==> src/design/lcd_instr_pkg.sv <==
package lcd_instr_pkg;

   // ==========================================
   // Timing
   // ==========================================
   localparam int CLK_MHZ          = 100;
   localparam int LONG_EXEC_US_X100 = 152000;
   localparam int SHORT_EXEC_NS    = 37000;
   localparam int LONG_EXEC_CYC    = LONG_EXEC_US_X100 / 10;
   localparam int SHORT_EXEC_CYC   = SHORT_EXEC_NS * CLK_MHZ / 1000;

   // ==========================================
   // Address ranges
   // ==========================================
   localparam logic [6:0] ONE_LINE_LAST  = 7'h4f;
   localparam logic [6:0] TWO_LINE_LAST  = 7'h27;
   localparam logic [6:0] FOUR_LINE_LAST = 7'h13;
   localparam logic [6:0] LINE_SPAN      = 7'h20;
   localparam logic [6:0] SECOND_HALF    = 7'h40;
   localparam logic [5:0] MAX_SCROLL     = 6'h30;
   localparam logic [6:0] CODE_RAM_DEPTH = 7'h74;
   localparam int         GLYPH_DEPTH    = 64;
   localparam int         ICON_DEPTH     = 16;

   // ==========================================
   // Reset values
   // ==========================================
   localparam logic RST_BUS_WIDTH = 1'b1;
   localparam logic RST_STEP_DIR  = 1'b1;

   typedef enum logic [1:0] {
      RAM_CODE,
      RAM_GLYPH,
      RAM_ICON
   } ram_sel_t;

   typedef enum logic [1:0] {
      S_IDLE,
      S_BUSY,
      S_CLEAR
   } exec_state_t;

   typedef struct packed {
      logic panelOn;
      logic pointerMarkOn;
      logic glyphFlash;
      logic wideFont;
      logic invertMark;
      logic fourRowSel;
      logic busWidthSel;
      logic twoRowSel;
      logic glyphFlicker;
      logic lowPowerSel;
      logic stepDirection;
      logic windowFollow;
   } mode_bits_t;

   typedef struct packed {
      logic       valid;
      logic       regSelect;
      logic       readNotWrite;
      logic [7:0] data;
   } host_req_t;

endpackage

==> src/design/lcd_instruction_decoder.sv <==
// Functional notes
// RULE_01: Code address set only when bank locked
// RULE_02: Code addresses valid per line mode
// RULE_03: Scroll count writable only when unlocked
// RULE_04: Scroll decode: 0 none, 1-47, 48 cap
// RULE_05: Low power blocks display shift, scroll
// RULE_06: Busy read returns flag and address
// RULE_07: Host polls busy before each write
// RULE_08: Data write goes to selected RAM
// RULE_09: Write steps address by entry direction
// RULE_10: Data read from selected RAM
// RULE_11: Read steps address, never shifts display
// RULE_12: Read after write returns stale data
// RULE_13: Clear blanks RAM, address zero, long
// RULE_14: Home zeroes address, cancels shift
// RULE_15: Entry mode sets direction and follow
// RULE_16: Locked display control sets three bits
// RULE_17: Unlocked opcode sets font, invert, rows
// RULE_18: Locked move shifts cursor or display
// RULE_19: Unlocked move opcode sets line scroll
// RULE_20: Function set, extended bits when unlocked
// RULE_21: Locked glyph address set
// RULE_22: Unlocked icon address set
// RULE_23: Locked bank keeps extended values
module lcd_instruction_decoder
   import lcd_instr_pkg::*;
#(
   parameter int LONG_CYC  = LONG_EXEC_CYC,
   parameter int SHORT_CYC = SHORT_EXEC_CYC
) (
   input  wire logic       core_clk,
   input  wire logic       arst_n,
   input  wire logic       clkEn,
   input  wire host_req_t  hostReq,
   input  wire logic       expanderPin,
   output logic [7:0]      readData,
   output logic            readValid,
   output logic            busyIndicator,
   output logic [6:0]      addrCounter,
   output logic            bankUnlock,
   output mode_bits_t      modeBits,
   output logic [3:0]      lineScrollSel,
   output logic [5:0]      scrollDots,
   output logic [6:0]      displayShift,
   output logic            lowPowerActive
);

   // Clear sweeps the code RAM inside the long count, so it must outlast it
   if (LONG_CYC <= int'(CODE_RAM_DEPTH) || SHORT_CYC < 2 || SHORT_CYC > LONG_CYC) begin : g_bad
      $error("Execution counts out of range");
   end

   // ==========================================
   // State
   // ==========================================
   logic [7:0]  codeRam [CODE_RAM_DEPTH];
   logic [7:0]  glyphRam [GLYPH_DEPTH];
   logic [7:0]  iconRam [ICON_DEPTH];
   ram_sel_t    ramSel;
   exec_state_t state;
   logic [31:0] busyCount;
   logic [6:0]  clearAddr;
   logic        expStable;
   logic [5:0]  scrollDotCount;
   logic        addrSetSeen;
   logic [2:0]  expSync;

   // ==========================================
   // Decode
   // ==========================================
   // Accept also waits out the flag's trailing cycle so the host never sees it lie
   wire logic accept   = clkEn && hostReq.valid && (state == S_IDLE) && !busyIndicator;
   wire logic cmdWr    = accept && !hostReq.regSelect && !hostReq.readNotWrite;
   // Busy polls are answered on any cycle with clkEn high, busy or not
   wire logic busyRd   = clkEn && hostReq.valid && !hostReq.regSelect && hostReq.readNotWrite;
   wire logic dataWr   = accept && hostReq.regSelect && !hostReq.readNotWrite;
   wire logic dataRd   = accept && hostReq.regSelect && hostReq.readNotWrite;
   wire logic [7:0] d  = hostReq.data;
   wire logic opClear  = cmdWr && d == 8'h01;
   wire logic opHome   = cmdWr && d[7:1] == 7'h01;
   wire logic opEntry  = cmdWr && d[7:2] == 6'h01;
   wire logic opDisp   = cmdWr && d[7:3] == 5'h01;
   wire logic opMove   = cmdWr && d[7:4] == 4'h1;
   wire logic opFunc   = cmdWr && d[7:5] == 3'h1;
   wire logic opRamA   = cmdWr && d[7:6] == 2'h1;
   wire logic opCodeA  = cmdWr && d[7];
   wire logic opScroll = cmdWr && d[7:6] == 2'h2 && bankUnlock; // RULE_03
   wire logic opCodeOk = opCodeA && !bankUnlock; // RULE_01
   wire logic lpActive = modeBits.lowPowerSel && !expStable; // RULE_20
   wire logic shiftOk  = !lpActive; // RULE_05
   wire logic moveDisp = opMove && !bankUnlock && d[3];
   wire logic [6:0] stepAddr = modeBits.stepDirection ? addrCounter + 7'h01
                                                      : addrCounter - 7'h01;
   wire logic [6:0] codeLast = modeBits.fourRowSel ? FOUR_LINE_LAST :
                               modeBits.twoRowSel  ? TWO_LINE_LAST  : ONE_LINE_LAST;
   // RULE_02
   wire logic [6:0] inLine = modeBits.fourRowSel ? (addrCounter & 7'h1f) :
                             modeBits.twoRowSel ? (addrCounter & 7'h3f) : addrCounter;
   wire logic codeAddrOk = inLine <= codeLast;
   wire logic [7:0] ramWord = (ramSel == RAM_GLYPH) ? glyphRam[addrCounter[5:0]] :
                              (ramSel == RAM_ICON)  ? iconRam[addrCounter[3:0]] :
                              (codeAddrOk ? codeRam[addrCounter] : 8'h00);
   // RULE_04
   wire logic [5:0] dotsDecoded = (scrollDotCount[5:4] == 2'b11) ? MAX_SCROLL
                                                                 : scrollDotCount;
   wire logic [31:0] execLen = (opClear || opHome) ? LONG_CYC : SHORT_CYC;

   // ==========================================
   // Pin synchroniser
   // ==========================================
   always_ff @(posedge core_clk or negedge arst_n) begin
      if (!arst_n) begin
         expSync   <= 3'b000;
         expStable <= 1'b0;
      end else if (clkEn) begin
         expSync <= {expSync[1:0], expanderPin};
         // Level only moves once the two late stages agree
         if (expSync[1] == expSync[2]) begin
            expStable <= expSync[2];
         end
      end
   end

   // ==========================================
   // Execution timer
   // ==========================================
   always_ff @(posedge core_clk or negedge arst_n) begin
      if (!arst_n) begin
         state     <= S_IDLE;
         busyCount <= 32'h0;
         clearAddr <= 7'h00;
      end else if (clkEn) begin
         case (state)
            S_IDLE: begin
               if (cmdWr || dataWr || dataRd) begin // RULE_06
                  state     <= opClear ? S_CLEAR : S_BUSY;
                  busyCount <= execLen - 32'h1;
                  clearAddr <= 7'h00;
               end
            end
            S_CLEAR: begin // RULE_13
               if (clearAddr == CODE_RAM_DEPTH - 7'h01) begin
                  state <= S_BUSY;
               end
               clearAddr <= clearAddr + 7'h01;
               busyCount <= busyCount - 32'h1;
            end
            S_BUSY: begin
               if (busyCount <= 32'h1) begin
                  state <= S_IDLE;
               end
               busyCount <= busyCount - 32'h1;
            end
            default: state <= S_IDLE;
         endcase
      end
   end

   always_ff @(posedge core_clk) begin
      if (clkEn) begin
         if (state == S_CLEAR) begin
            codeRam[clearAddr] <= 8'h20;
         end else if (dataWr && ramSel == RAM_CODE && codeAddrOk) begin // RULE_08
            codeRam[addrCounter] <= d;
         end
         if (dataWr && ramSel == RAM_GLYPH) begin
            glyphRam[addrCounter[5:0]] <= d;
         end
         if (dataWr && ramSel == RAM_ICON) begin
            iconRam[addrCounter[3:0]] <= d;
         end
      end
   end

   // ==========================================
   // Address counter and mode registers
   // ==========================================
   always_ff @(posedge core_clk or negedge arst_n) begin
      if (!arst_n) begin
         addrCounter   <= 7'h00;
         ramSel        <= RAM_CODE;
         bankUnlock    <= 1'b0;
         modeBits      <= '0;
         modeBits.busWidthSel   <= RST_BUS_WIDTH;
         modeBits.stepDirection <= RST_STEP_DIR;
         lineScrollSel <= 4'h0;
         scrollDotCount <= 6'h00;
         displayShift  <= 7'h00;
         addrSetSeen   <= 1'b0;
      end else if (clkEn) begin
         if (opClear || opHome) begin // RULE_13 RULE_14
            addrCounter  <= 7'h00;
            ramSel       <= RAM_CODE;
            displayShift <= 7'h00;
         end else if (opEntry) begin // RULE_15
            modeBits.stepDirection <= d[1];
            modeBits.windowFollow  <= d[0];
         end else if (opDisp && !bankUnlock) begin // RULE_16 RULE_23
            modeBits.panelOn       <= d[2];
            modeBits.pointerMarkOn <= d[1];
            modeBits.glyphFlash    <= d[0];
         end else if (opDisp) begin // RULE_17
            modeBits.wideFont   <= d[2];
            modeBits.invertMark <= d[1];
            modeBits.fourRowSel <= d[0];
         end else if (opMove && !bankUnlock) begin // RULE_18
            if (moveDisp) begin
               if (shiftOk) begin
                  displayShift <= d[2] ? displayShift + 7'h01 : displayShift - 7'h01;
               end
            end else begin
               addrCounter <= d[2] ? addrCounter + 7'h01 : addrCounter - 7'h01;
            end
         end else if (opMove) begin // RULE_19
            lineScrollSel <= d[3:0];
         end else if (opFunc) begin // RULE_20
            modeBits.busWidthSel <= d[4];
            modeBits.twoRowSel   <= d[3];
            bankUnlock           <= d[2];
            if (bankUnlock) begin
               modeBits.glyphFlicker <= d[1];
               modeBits.lowPowerSel  <= d[0];
            end
         end else if (opRamA && !bankUnlock) begin // RULE_21
            addrCounter <= {1'b0, d[5:0]};
            ramSel      <= RAM_GLYPH;
            addrSetSeen <= 1'b1;
         end else if (opRamA) begin // RULE_22
            addrCounter <= {3'b000, d[3:0]};
            ramSel      <= RAM_ICON;
            addrSetSeen <= 1'b1;
         end else if (opScroll) begin // RULE_03
            scrollDotCount <= d[5:0];
         end else if (opCodeOk) begin // RULE_01
            addrCounter <= d[6:0];
            ramSel      <= RAM_CODE;
            addrSetSeen <= 1'b1;
         end else if (dataWr) begin // RULE_09 RULE_12
            addrCounter <= stepAddr;
            if (modeBits.windowFollow && ramSel == RAM_CODE && shiftOk) begin
               displayShift <= modeBits.stepDirection ? displayShift + 7'h01
                                                      : displayShift - 7'h01;
            end
         end else if (dataRd) begin // RULE_10 RULE_11
            addrCounter <= stepAddr;
         end
      end
   end

   // ==========================================
   // Outputs
   // ==========================================
   always_ff @(posedge core_clk or negedge arst_n) begin
      if (!arst_n) begin
         readData       <= 8'h00;
         readValid      <= 1'b0;
         busyIndicator  <= 1'b0;
         scrollDots     <= 6'h00;
         lowPowerActive <= 1'b0;
      end else if (clkEn) begin
         readValid <= busyRd || dataRd;
         if (busyRd) begin // RULE_06
            readData <= {busyIndicator || (state != S_IDLE), addrCounter};
         end else if (dataRd) begin
            readData <= addrSetSeen ? ramWord : 8'h00;
         end
         busyIndicator  <= (state != S_IDLE) || cmdWr || dataWr || dataRd;
         scrollDots     <= shiftOk ? dotsDecoded : 6'h00; // RULE_04 RULE_05
         lowPowerActive <= lpActive;
      end
   end

   // ==========================================
   // Checks
   // ==========================================
   busy_blocks_a: assert property (@(posedge core_clk) disable iff (!arst_n) // RULE_06
      (state != S_IDLE) |-> busyIndicator && !accept)
      else $error("Request accepted while busy");
   clear_addr_a: assert property (@(posedge core_clk) disable iff (!arst_n) // RULE_13
      opClear |=> addrCounter == 7'h00 && displayShift == 7'h00)
      else $error("Clear did not reset address");
   scroll_lock_a: assert property (@(posedge core_clk) disable iff (!arst_n) // RULE_03
      (cmdWr && !bankUnlock) |=> $stable(scrollDotCount))
      else $error("Scroll count changed while locked");
   scroll_cap_a: assert property (@(posedge core_clk) disable iff (!arst_n) // RULE_04
      scrollDots <= MAX_SCROLL)
      else $error("Scroll exceeds cap");
   lowpow_shift_a: assert property (@(posedge core_clk) disable iff (!arst_n) // RULE_05
      (clkEn && lpActive && !opClear && !opHome) |=> $stable(displayShift))
      else $error("Display shifted in low power");
   read_noshift_a: assert property (@(posedge core_clk) disable iff (!arst_n) // RULE_11
      dataRd |=> $stable(displayShift))
      else $error("Read shifted display");
   ext_hold_a: assert property (@(posedge core_clk) disable iff (!arst_n) // RULE_23
      (opDisp && !bankUnlock) |=> $stable(modeBits.wideFont))
      else $error("Extended bit changed while locked");
   write_step_a: assert property (@(posedge core_clk) disable iff (!arst_n) // RULE_09
      (dataWr && modeBits.stepDirection) |=> addrCounter == $past(addrCounter) + 7'h01)
      else $error("Write did not step address");
   busy_read_a: assert property (@(posedge core_clk) disable iff (!arst_n) // RULE_06
      busyRd |=> readValid && readData[6:0] == $past(addrCounter))
      else $error("Busy read did not return address");

endmodule

==> config.mk <==
export PLATFORM = sky130hd
export DESIGN_NAME = lcd_instruction_decoder
export DESIGN_NICKNAME = d
export VERILOG_FILES = /design/src/design/lcd_instr_pkg.sv /design/src/design/lcd_instruction_decoder.sv
export SDC_FILE = /design/constraint.sdc
export NUM_CORES = 2
export LEC_CHECK = 0
export ABC_AREA = 1
export BUFFER_PORTS_ARGS = -buffer_cell sky130_fd_sc_hd__buf_2
export CORE_UTILIZATION = 30
export DETAILED_ROUTE_END_ITERATION = 10
export GPL_TIMING_DRIVEN = 0
export PLACE_DENSITY_LB_ADDON = 0.25
export SYNTH_ARGS = -nofsm -noshare
export SYNTH_HDL_FRONTEND = slang
export SYNTH_SLANG_ARGS = --single-unit
==> constraint.sdc <==
create_clock -name core_clk -period 5.32 [get_ports core_clk]
set_input_delay 1.064 -clock core_clk [delete_from_list [all_inputs] [get_ports core_clk]]
set_output_delay 1.064 -clock core_clk [all_outputs]
set_load 0.02 [all_outputs]
=== After elaboration in Yosys (flattened, before gate mapping) ===
Memories as Yosys holds them, arrays and structs flattened.
Cells that the tools add are included.

* Flip-flop bits (word level): 102
* Output and inout port bits: 48
* Bits in latches: 0
* Input bits: 15
* RAM bits: 1,568
* Memories: 3
* Bits in read-only memories: 0

* Reduce and logical (&&, ||, !) cells: 75
* Multiplexer cells: 86
* Bitwise operators: 9
* $mul: 0
* $add $sub $neg: 7
* Equal/unequal tests: 36
* Shift-type cells: 0
* Divide/modulo/power cells: 0
* Order comparisons: 2

{| class="wikitable"
|+ Memory list
! memory !! words !! width !! rd ports !! clocked after memory_dff !! write ports !! RTL line !! RTL
|-
| codeRam || 116 || 8 || 1 || 0 || 1 || lcd_instruction_decoder.sv:56 || <nowiki>logic [7:0] codeRam [CODE_RAM_DEPTH];</nowiki>
|-
| glyphRam || 64 || 8 || 1 || 0 || 1 || lcd_instruction_decoder.sv:57 || <nowiki>logic [7:0] glyphRam [GLYPH_DEPTH];</nowiki>
|-
| iconRam || 16 || 8 || 1 || 0 || 1 || lcd_instruction_decoder.sv:58 || <nowiki>logic [7:0] iconRam [ICON_DEPTH];</nowiki>
|}

{| class="wikitable"
|+ Operator list
! cell !! number
|-
| 7-bit 2-to-1 mux || 39
|-
| 32-bit one-hot mux with 2 select lines || 1
|-
| 8-bit 2-to-1 mux || 7
|-
| 32-bit by 1-bit <= comparator with 1-bit output (second input constant) || 1
|-
| 1-bit logical AND || 32
|-
| 32-bit 2-to-1 mux || 1
|-
| 32-bit by 1-bit subtractor with 32-bit output (second input constant) || 1
|-
| 2-bit 2-to-1 mux || 15
|-
| 9-bit AND reduction || 3
|-
| 7-bit by 1-bit adder with 7-bit output (second input constant) || 3
|-
| 1-bit 2-to-1 mux || 18
|-
| 3-bit by 1-bit != test with 1-bit output (second input constant) || 5
|-
| 14-bit by 1-bit subtractor with 15-bit output (second input constant) || 1
|-
| 14-bit 2-to-1 mux || 1
|-
| 7-bit one-hot mux with 2 select lines || 1
|-
| 14-bit AND reduction || 1
|-
| 7-bit by 1-bit subtractor with 7-bit output (second input constant) || 2
|-
| 6-bit 2-to-1 mux || 2
|-
| 3-bit != test (second input constant) || 4
|-
| 11-bit AND reduction || 1
|-
| 2-bit by 1-bit != test with 1-bit output (second input constant) || 5
|-
| 10-bit AND reduction || 1
|-
| 1-bit NOT || 9
|-
| 3-bit AND reduction || 3
|-
| other kinds (30) || 58
|}

=== Longest topological paths before layout ===
* Word-level depth: 18
* Gate-level depth with buffers: 18

=== Worst setup path before layout ===
OpenSTA, ideal clock, no wires.

* Path type: register to register
* From: register addrCounter[6]
* To: memory codeRam[0][0], data pin
* Arrival time: 4.628 ns
* Clock period less this slack: 5.368 ns
* Path slack: -0.048 ns
* Required time: 4.580 ns
* Path buffers: 2
* Stages on the path, launching flop included: 12
* Cells stage by stage: dfrtp_1 > inv_1 > clkbuf_1 > nor2_1 > ha_1 > a21oi_1 > o21a_1 > nand2_1 > nand2_2 > nand2_1 > buf_2 > nor2_1

* Longest elaborated chain between the ends: 10

{| class="wikitable"
|+ RTL lines
! what !! RTL line !! RTL
|-
| start: declaration || lcd_instruction_decoder.sv:39 || <nowiki>output logic [6:0] addrCounter,</nowiki>
|-
| start signal: assignment || lcd_instruction_decoder.sv:212 || <nowiki>addrCounter <= d[2] ? addrCounter + 7'h01 : addrCounter - 7'h01;</nowiki>
|-
| start signal: assignment || lcd_instruction_decoder.sv:225 || <nowiki>addrCounter <= {1'b0, d[5:0]};</nowiki>
|-
| start signal: assignment || lcd_instruction_decoder.sv:229 || <nowiki>addrCounter <= {3'b000, d[3:0]};</nowiki>
|-
| 7-bit 2-to-1 mux || lcd_instruction_decoder.sv:98 || <nowiki>modeBits.twoRowSel ? (addrCounter & 7'h3f) : addrCounter;</nowiki>
|-
| 7-bit 2-to-1 mux || lcd_instruction_decoder.sv:97 || <nowiki>wire logic [6:0] inLine = modeBits.fourRowSel ? (addrCounter & 7'h1f) :</nowiki>
|-
| 7-bit <= comparator || lcd_instruction_decoder.sv:99 || <nowiki>wire logic codeAddrOk = inLine <= codeLast;</nowiki>
|-
| 1-bit logical AND || lcd_instruction_decoder.sv:163 || <nowiki>end else if (dataWr && ramSel == RAM_CODE && codeAddrOk) begin</nowiki>
|-
| 1-bit 2-to-1 mux || lcd_instruction_decoder.sv:163 ||
|-
| 1-bit 2-to-1 mux || lcd_instruction_decoder.sv:161 || <nowiki>if (state == S_CLEAR) begin</nowiki>
|-
| 1-bit 2-to-1 mux || lcd_instruction_decoder.sv:160 || <nowiki>if (clkEn) begin</nowiki>
|-
| 1-bit 2-to-1 mux (implied by the code) || lcd_instruction_decoder.sv:164 || <nowiki>codeRam[addrCounter] <= d;</nowiki>
|-
| 8-bit OR reduction (no source line) || -- ||
|-
| 8-bit 2-to-1 mux (no source line) || -- ||
|-
| end: declaration || lcd_instruction_decoder.sv:56 ||
|}

Every way passes these cells.

=== Worst setup path in the final report ===
* From: register addrCounter[6]
* To: memory codeRam[67][6] (enable)

* Longest elaborated chain between the ends: 10
* Elaborated cells on any way between the ends: 11
* Classes of those cells: 1 x order compare; 8 x mux; 2 x reduce/logical

{| class="wikitable"
|+ RTL lines
! what !! RTL line
|-
| 7-bit 2-to-1 mux || lcd_instruction_decoder.sv:98
|-
| 7-bit 2-to-1 mux || lcd_instruction_decoder.sv:97
|-
| 7-bit <= comparator || lcd_instruction_decoder.sv:99
|-
| 1-bit logical AND || lcd_instruction_decoder.sv:163
|-
| 1-bit 2-to-1 mux || lcd_instruction_decoder.sv:163
|-
| 1-bit 2-to-1 mux || lcd_instruction_decoder.sv:161
|-
| 1-bit 2-to-1 mux || lcd_instruction_decoder.sv:160
|-
| 1-bit 2-to-1 mux (implied by the code) || lcd_instruction_decoder.sv:164
|-
| 8-bit OR reduction (no source line) || --
|-
| 7-bit 2-to-1 mux (no source line) or 1-bit 2-to-1 mux (tied branches) || --
|}

Parallel ways exist; a longest one is shown, timed or not.

==> metrics.md <==
| Metric | Value |
|---|---|
| Cell taking the most area after synthesis | `edfxtp_1` |
| Final worst-path cycle share | `103%` |
| Area Growth Syn to Fin | `15.2%` |
| Initial DRC Count | `5,683` |
| # clock sinks | `1,670` |
| Critical path class | `flop to flop` |
| Clock buffer depth | `3` |
| Largest net degree at the start of global routing | `85` |
| Root Buffer | `clkbuf_16` |
| Cell area after synthesis | `67,100 um2` |
| Synth area leaders | `edfxtp_1, nand2_1, nor2_1, nand3_1, dfrtp_1` |
| Num rows | `173` |
| DRC errors left | `0` |
| Hold Buf Count CTS | `0` |
| Gate power share | `31.0%` |
| Endpoints failing hold | `0` |
| Fmax | `182 MHz` |
| First-pass GRT wire length | `337 mm` |
| CP Capture Point | `codeRam[67][6]$_DFFE_PP_` |
| Switch Pwr | `0.0146 W` |
| Post-CTS sizing | `1` |
| Failing checks | `setup timing` |
| Die Width | `475 um` |
| Final net count | `5,926` |
| Crit path launch type | `flop` |
| Layout cells sized above 1 | `8.47%` |
| Post-synth ARST share | `6.11%` |
| Sequential Power Share | `38.7%` |
| Setup-failing EPs final | `53` |
| Reg-to-reg slack, setup | `-0.16 ns` |
| Final Cell Area | `77,300 um2` |
| Status | `finished, violations left` |
| Worst Max-Slew Pin Slew | `1.46 ns` |
| Die area | `226,000 um2` |
| Number of flops mapped to enable cells by yosys | `1,568` |
| Main flop type after synthesis | `edfxtp_1` |
| Crit-path cells | `inv_1, clkbuf_1, nor2_1, ha_1, a21oi_1, o21a_1, nand2_1, nand2_2, nand2_1, buf_2, nand2_1, nand2_1, a21oi_1, nand2_1, nor2_1` |
| MaxCap Viol Count | `0` |
| Initial antenna violation count | `8` |
| Synthesized flop and latch total | `1,670` |
| RSZ-0062 raised after global routing | `yes` |
| IO Port Bufs | `62` |
| CP Capture Type | `flop` |
| Post-route setup slack | `-0.161 ns` |
| Core area | `222,000 um2` |
| Via Count | `46,600` |
| P_int | `0.0233 W` |
| Vias in the first global route | `43,600` |
| Crit path from | `addrCounter[6]$_DFFE_PN0P_` |
| Reg-to-Reg Start | `addrCounter[6]$_DFFE_PN0P_` |
| Routability cong. | `0.913` |
| Ys Warns | `0` |
| Sequential area share after synthesis | `74.0%` |
| Critical path depth | `15` |
| Worst vdd ir | `291 uV` |
| CP max-delay cell | `nor2_1` |
| WHS | `0.302 ns` |
| Reg2reg end | `codeRam[67][6]$_DFFE_PP_` |
| Clock Pin Slew Worst Setup and Hold Paths | `0.07 ns` |
| Max-slew violation count | `0` |
| DP Area | `72,000 um2` |
| Number of setup buffers added after CTS | `0` |
| Final min period | `5.48 ns` |
| CP required | `5.73 ns` |
| Initial Util | `30.2%` |
| WP data arrival | `5.89 ns` |
| CP delay by family, top | `simple AND/OR/NAND/NOR gates` |
| Switching Fraction | `38.6%` |
| GRT Residual Overflow | `0` |
| P_leak | `27.9 nW` |
| Pwr dens | `490 nW/um2` |
| Core Util, Final | `34.8%` |
| Post-DP HPWL | `164 mm` |
| Worst-Skew Late Latency | `0.81 ns` |
| Die H | `475 um` |
| Worst relative slew slack | `2.82%` |
| Clock Power Share | `30.3%` |
| I/O Pins | `63` |
| Most common cell after layout, fill and taps aside | `edfxtp_1` |
| TritonCTS clock tree | `built` |
| Cells after Synth | `5,614` |
| CP Buf/Inv Count | `3` |
| Setup Skew | `0.0229 ns` |
| Synthesized net count | `5,647` |
| Post-synth top area share | `70.2%` |
| DRT Pass-1 Iters | `7` |
| Vias per inst | `5.18` |
| CTS Buf Count | `169` |
| CP Max Fanout | `10` |
| R2r worst-path depth | `15` |
| Wire per inst | `26.9 um` |
| Worst Hold Class | `primary input to asynchronous set/reset pin` |
| Commonest cells after routing, fill and taps aside | `edfxtp_1, nand2_1, nor2_1, nand3_1, o22ai_1` |
| GRT Overall Usage | `21.1%` |
| Post-Route WL | `242 mm` |
| CP peak stage delay | `1.11 ns` |
| Crit-path most repeated cell | `nand2_1` |
| Number of H-tree levels | `4` |
| Synth Area per Inst | `12.0 um2` |
| Routed Antenna Nets | `0` |
| Library cells used by synthesis | `52` |
| Setup TNS | `-3.34 ns` |
cell type report:
cell class	count	area, um2
diodes	3	7.51
plain buffers	273	1150
clock buffers	228	4620
clock inverters	70	518
fillers	22100	145000
inverters	152	576
multi-input cells	3519	15900
flip-flops and latches	1670	49600
well taps	2975	3720
repair buffers	108	1150
metrics by stage:
stage | total power [W] | cells | setup slack (ns)
floorplan | 0.0205 | 5614 | -0.0480
global placement | 0.0263 | 8651 | -6.22
detailed placement | 0.0264 | 8691 | 0.00160
CTS | 0.0377 | 8989 | 0.0197
global route | 0.0389 | 8995 | -0.227
finish | 0.0379 | 8998 | -0.161
registers in the layout (all words and copies together), names as in the netlist, 2 cells and up:
register,cells
addrCounter,7
busyCount,32
clearAddr,7
codeRam,928
displayShift,7
expSync,3
glyphRam,512
iconRam,128
lineScrollSel,4
modeBits,12
ramSel,2
readData,8
scrollDotCount,6
scrollDots,6
state,2
Yosys cell counts, types with 3 or more instances:
cell type	count
buf_1	45
nor2_1	701
a22oi_1	5
buf_2	96
nand4_1	72
o21ai_4	3
clkbuf_1	129
a32o_1	4
nand3b_1	21
o2111ai_1	11
inv_2	9
o211ai_1	9
a21oi_1	54
clkinv_1	6
a31oi_1	6
nand2_2	3
dfrtp_1	100
nand2_1	1556
edfxtp_1	1568
ha_1	18
o21a_1	6
a22o_1	3
o21ai_1	7
nand3_1	509
xor2_1	22
o22ai_1	195
o21ai_0	171
inv_1	135
o22a_1	17
nor3_1	84
xnor2_1	3
or2_2	10
nor4_1	6
nor2_2	5
power by group through the flow:
stage | clock [W] | sequential (W) | combinational [W]
detailed placement | 0 | 0.0149 | 0.0115
CTS | 0.0116 | 0.0146 | 0.0115
floorplan | 0 | 0.0149 | 0.00560
global placement | 0 | 0.0149 | 0.0114
global route | 0.0121 | 0.0147 | 0.0122
finish | 0.0115 | 0.0146 | 0.0117
worst min-delay path by stage:
stage                       startpoint                           end  slack [ns]  depth (start not counted)
2_1_floorplan  addrSetSeen$_DFFE_PN0P_       addrSetSeen$_DFFE_PN0P_        0.44                          1
3_3_place_gp   addrSetSeen$_DFFE_PN0P_       addrSetSeen$_DFFE_PN0P_        0.45                          1
3_5_place_dp   addrSetSeen$_DFFE_PN0P_       addrSetSeen$_DFFE_PN0P_        0.46                          1
4_1_cts                         arst_n  lineScrollSel[2]$_DFFE_PN0P_        0.29                          1
5_1_grt                         arst_n  lineScrollSel[2]$_DFFE_PN0P_        0.34                          1
6_report                        arst_n        expSync[1]$_DFFE_PN0P_        0.30                          1
worst reg2reg max path, cell delays in order, from the launching register on:
cell and delay, ns:
dfrtp_1 0.45, inv_1 0.12, clkbuf_1 0.56, nor2_1 0.13, ha_1 0.35, a21oi_1 0.16, o21a_1 0.13, nand2_1 0.08
nand2_2 0.23, nand2_1 0.12, buf_2 0.28, nand2_1 0.14, nand2_1 0.16, a21oi_1 0.56, nand2_1 0.49, nor2_1 1.12
routing by layer:
layer | vias to the layer above | track usage, % | share of wire, %
met4 | 2 | 6.96 | 3.5
met2 | 2225 | 33.4 | 46
met3 | 424 | 4.28 | 9.1
li1 | 20400 | - | -
met1 | 23500 | 28.8 | 42
met5 | - | 0 | 0.0054
logic make-up after synthesis:
family	after synthesis	synth area share, %
AND/OR/NAND/NOR	2975	18.3
XOR/XNOR	25	0.326
AO/OA/AOI/OAI	500	4.48
flip-flops	1670	74.0
adder cells (fa/ha/maj)	18	0.336
multiplexers	1	0.0168
buffers and inverters	425	2.58
No activity file was read; power rests on OpenSTA's default activity.
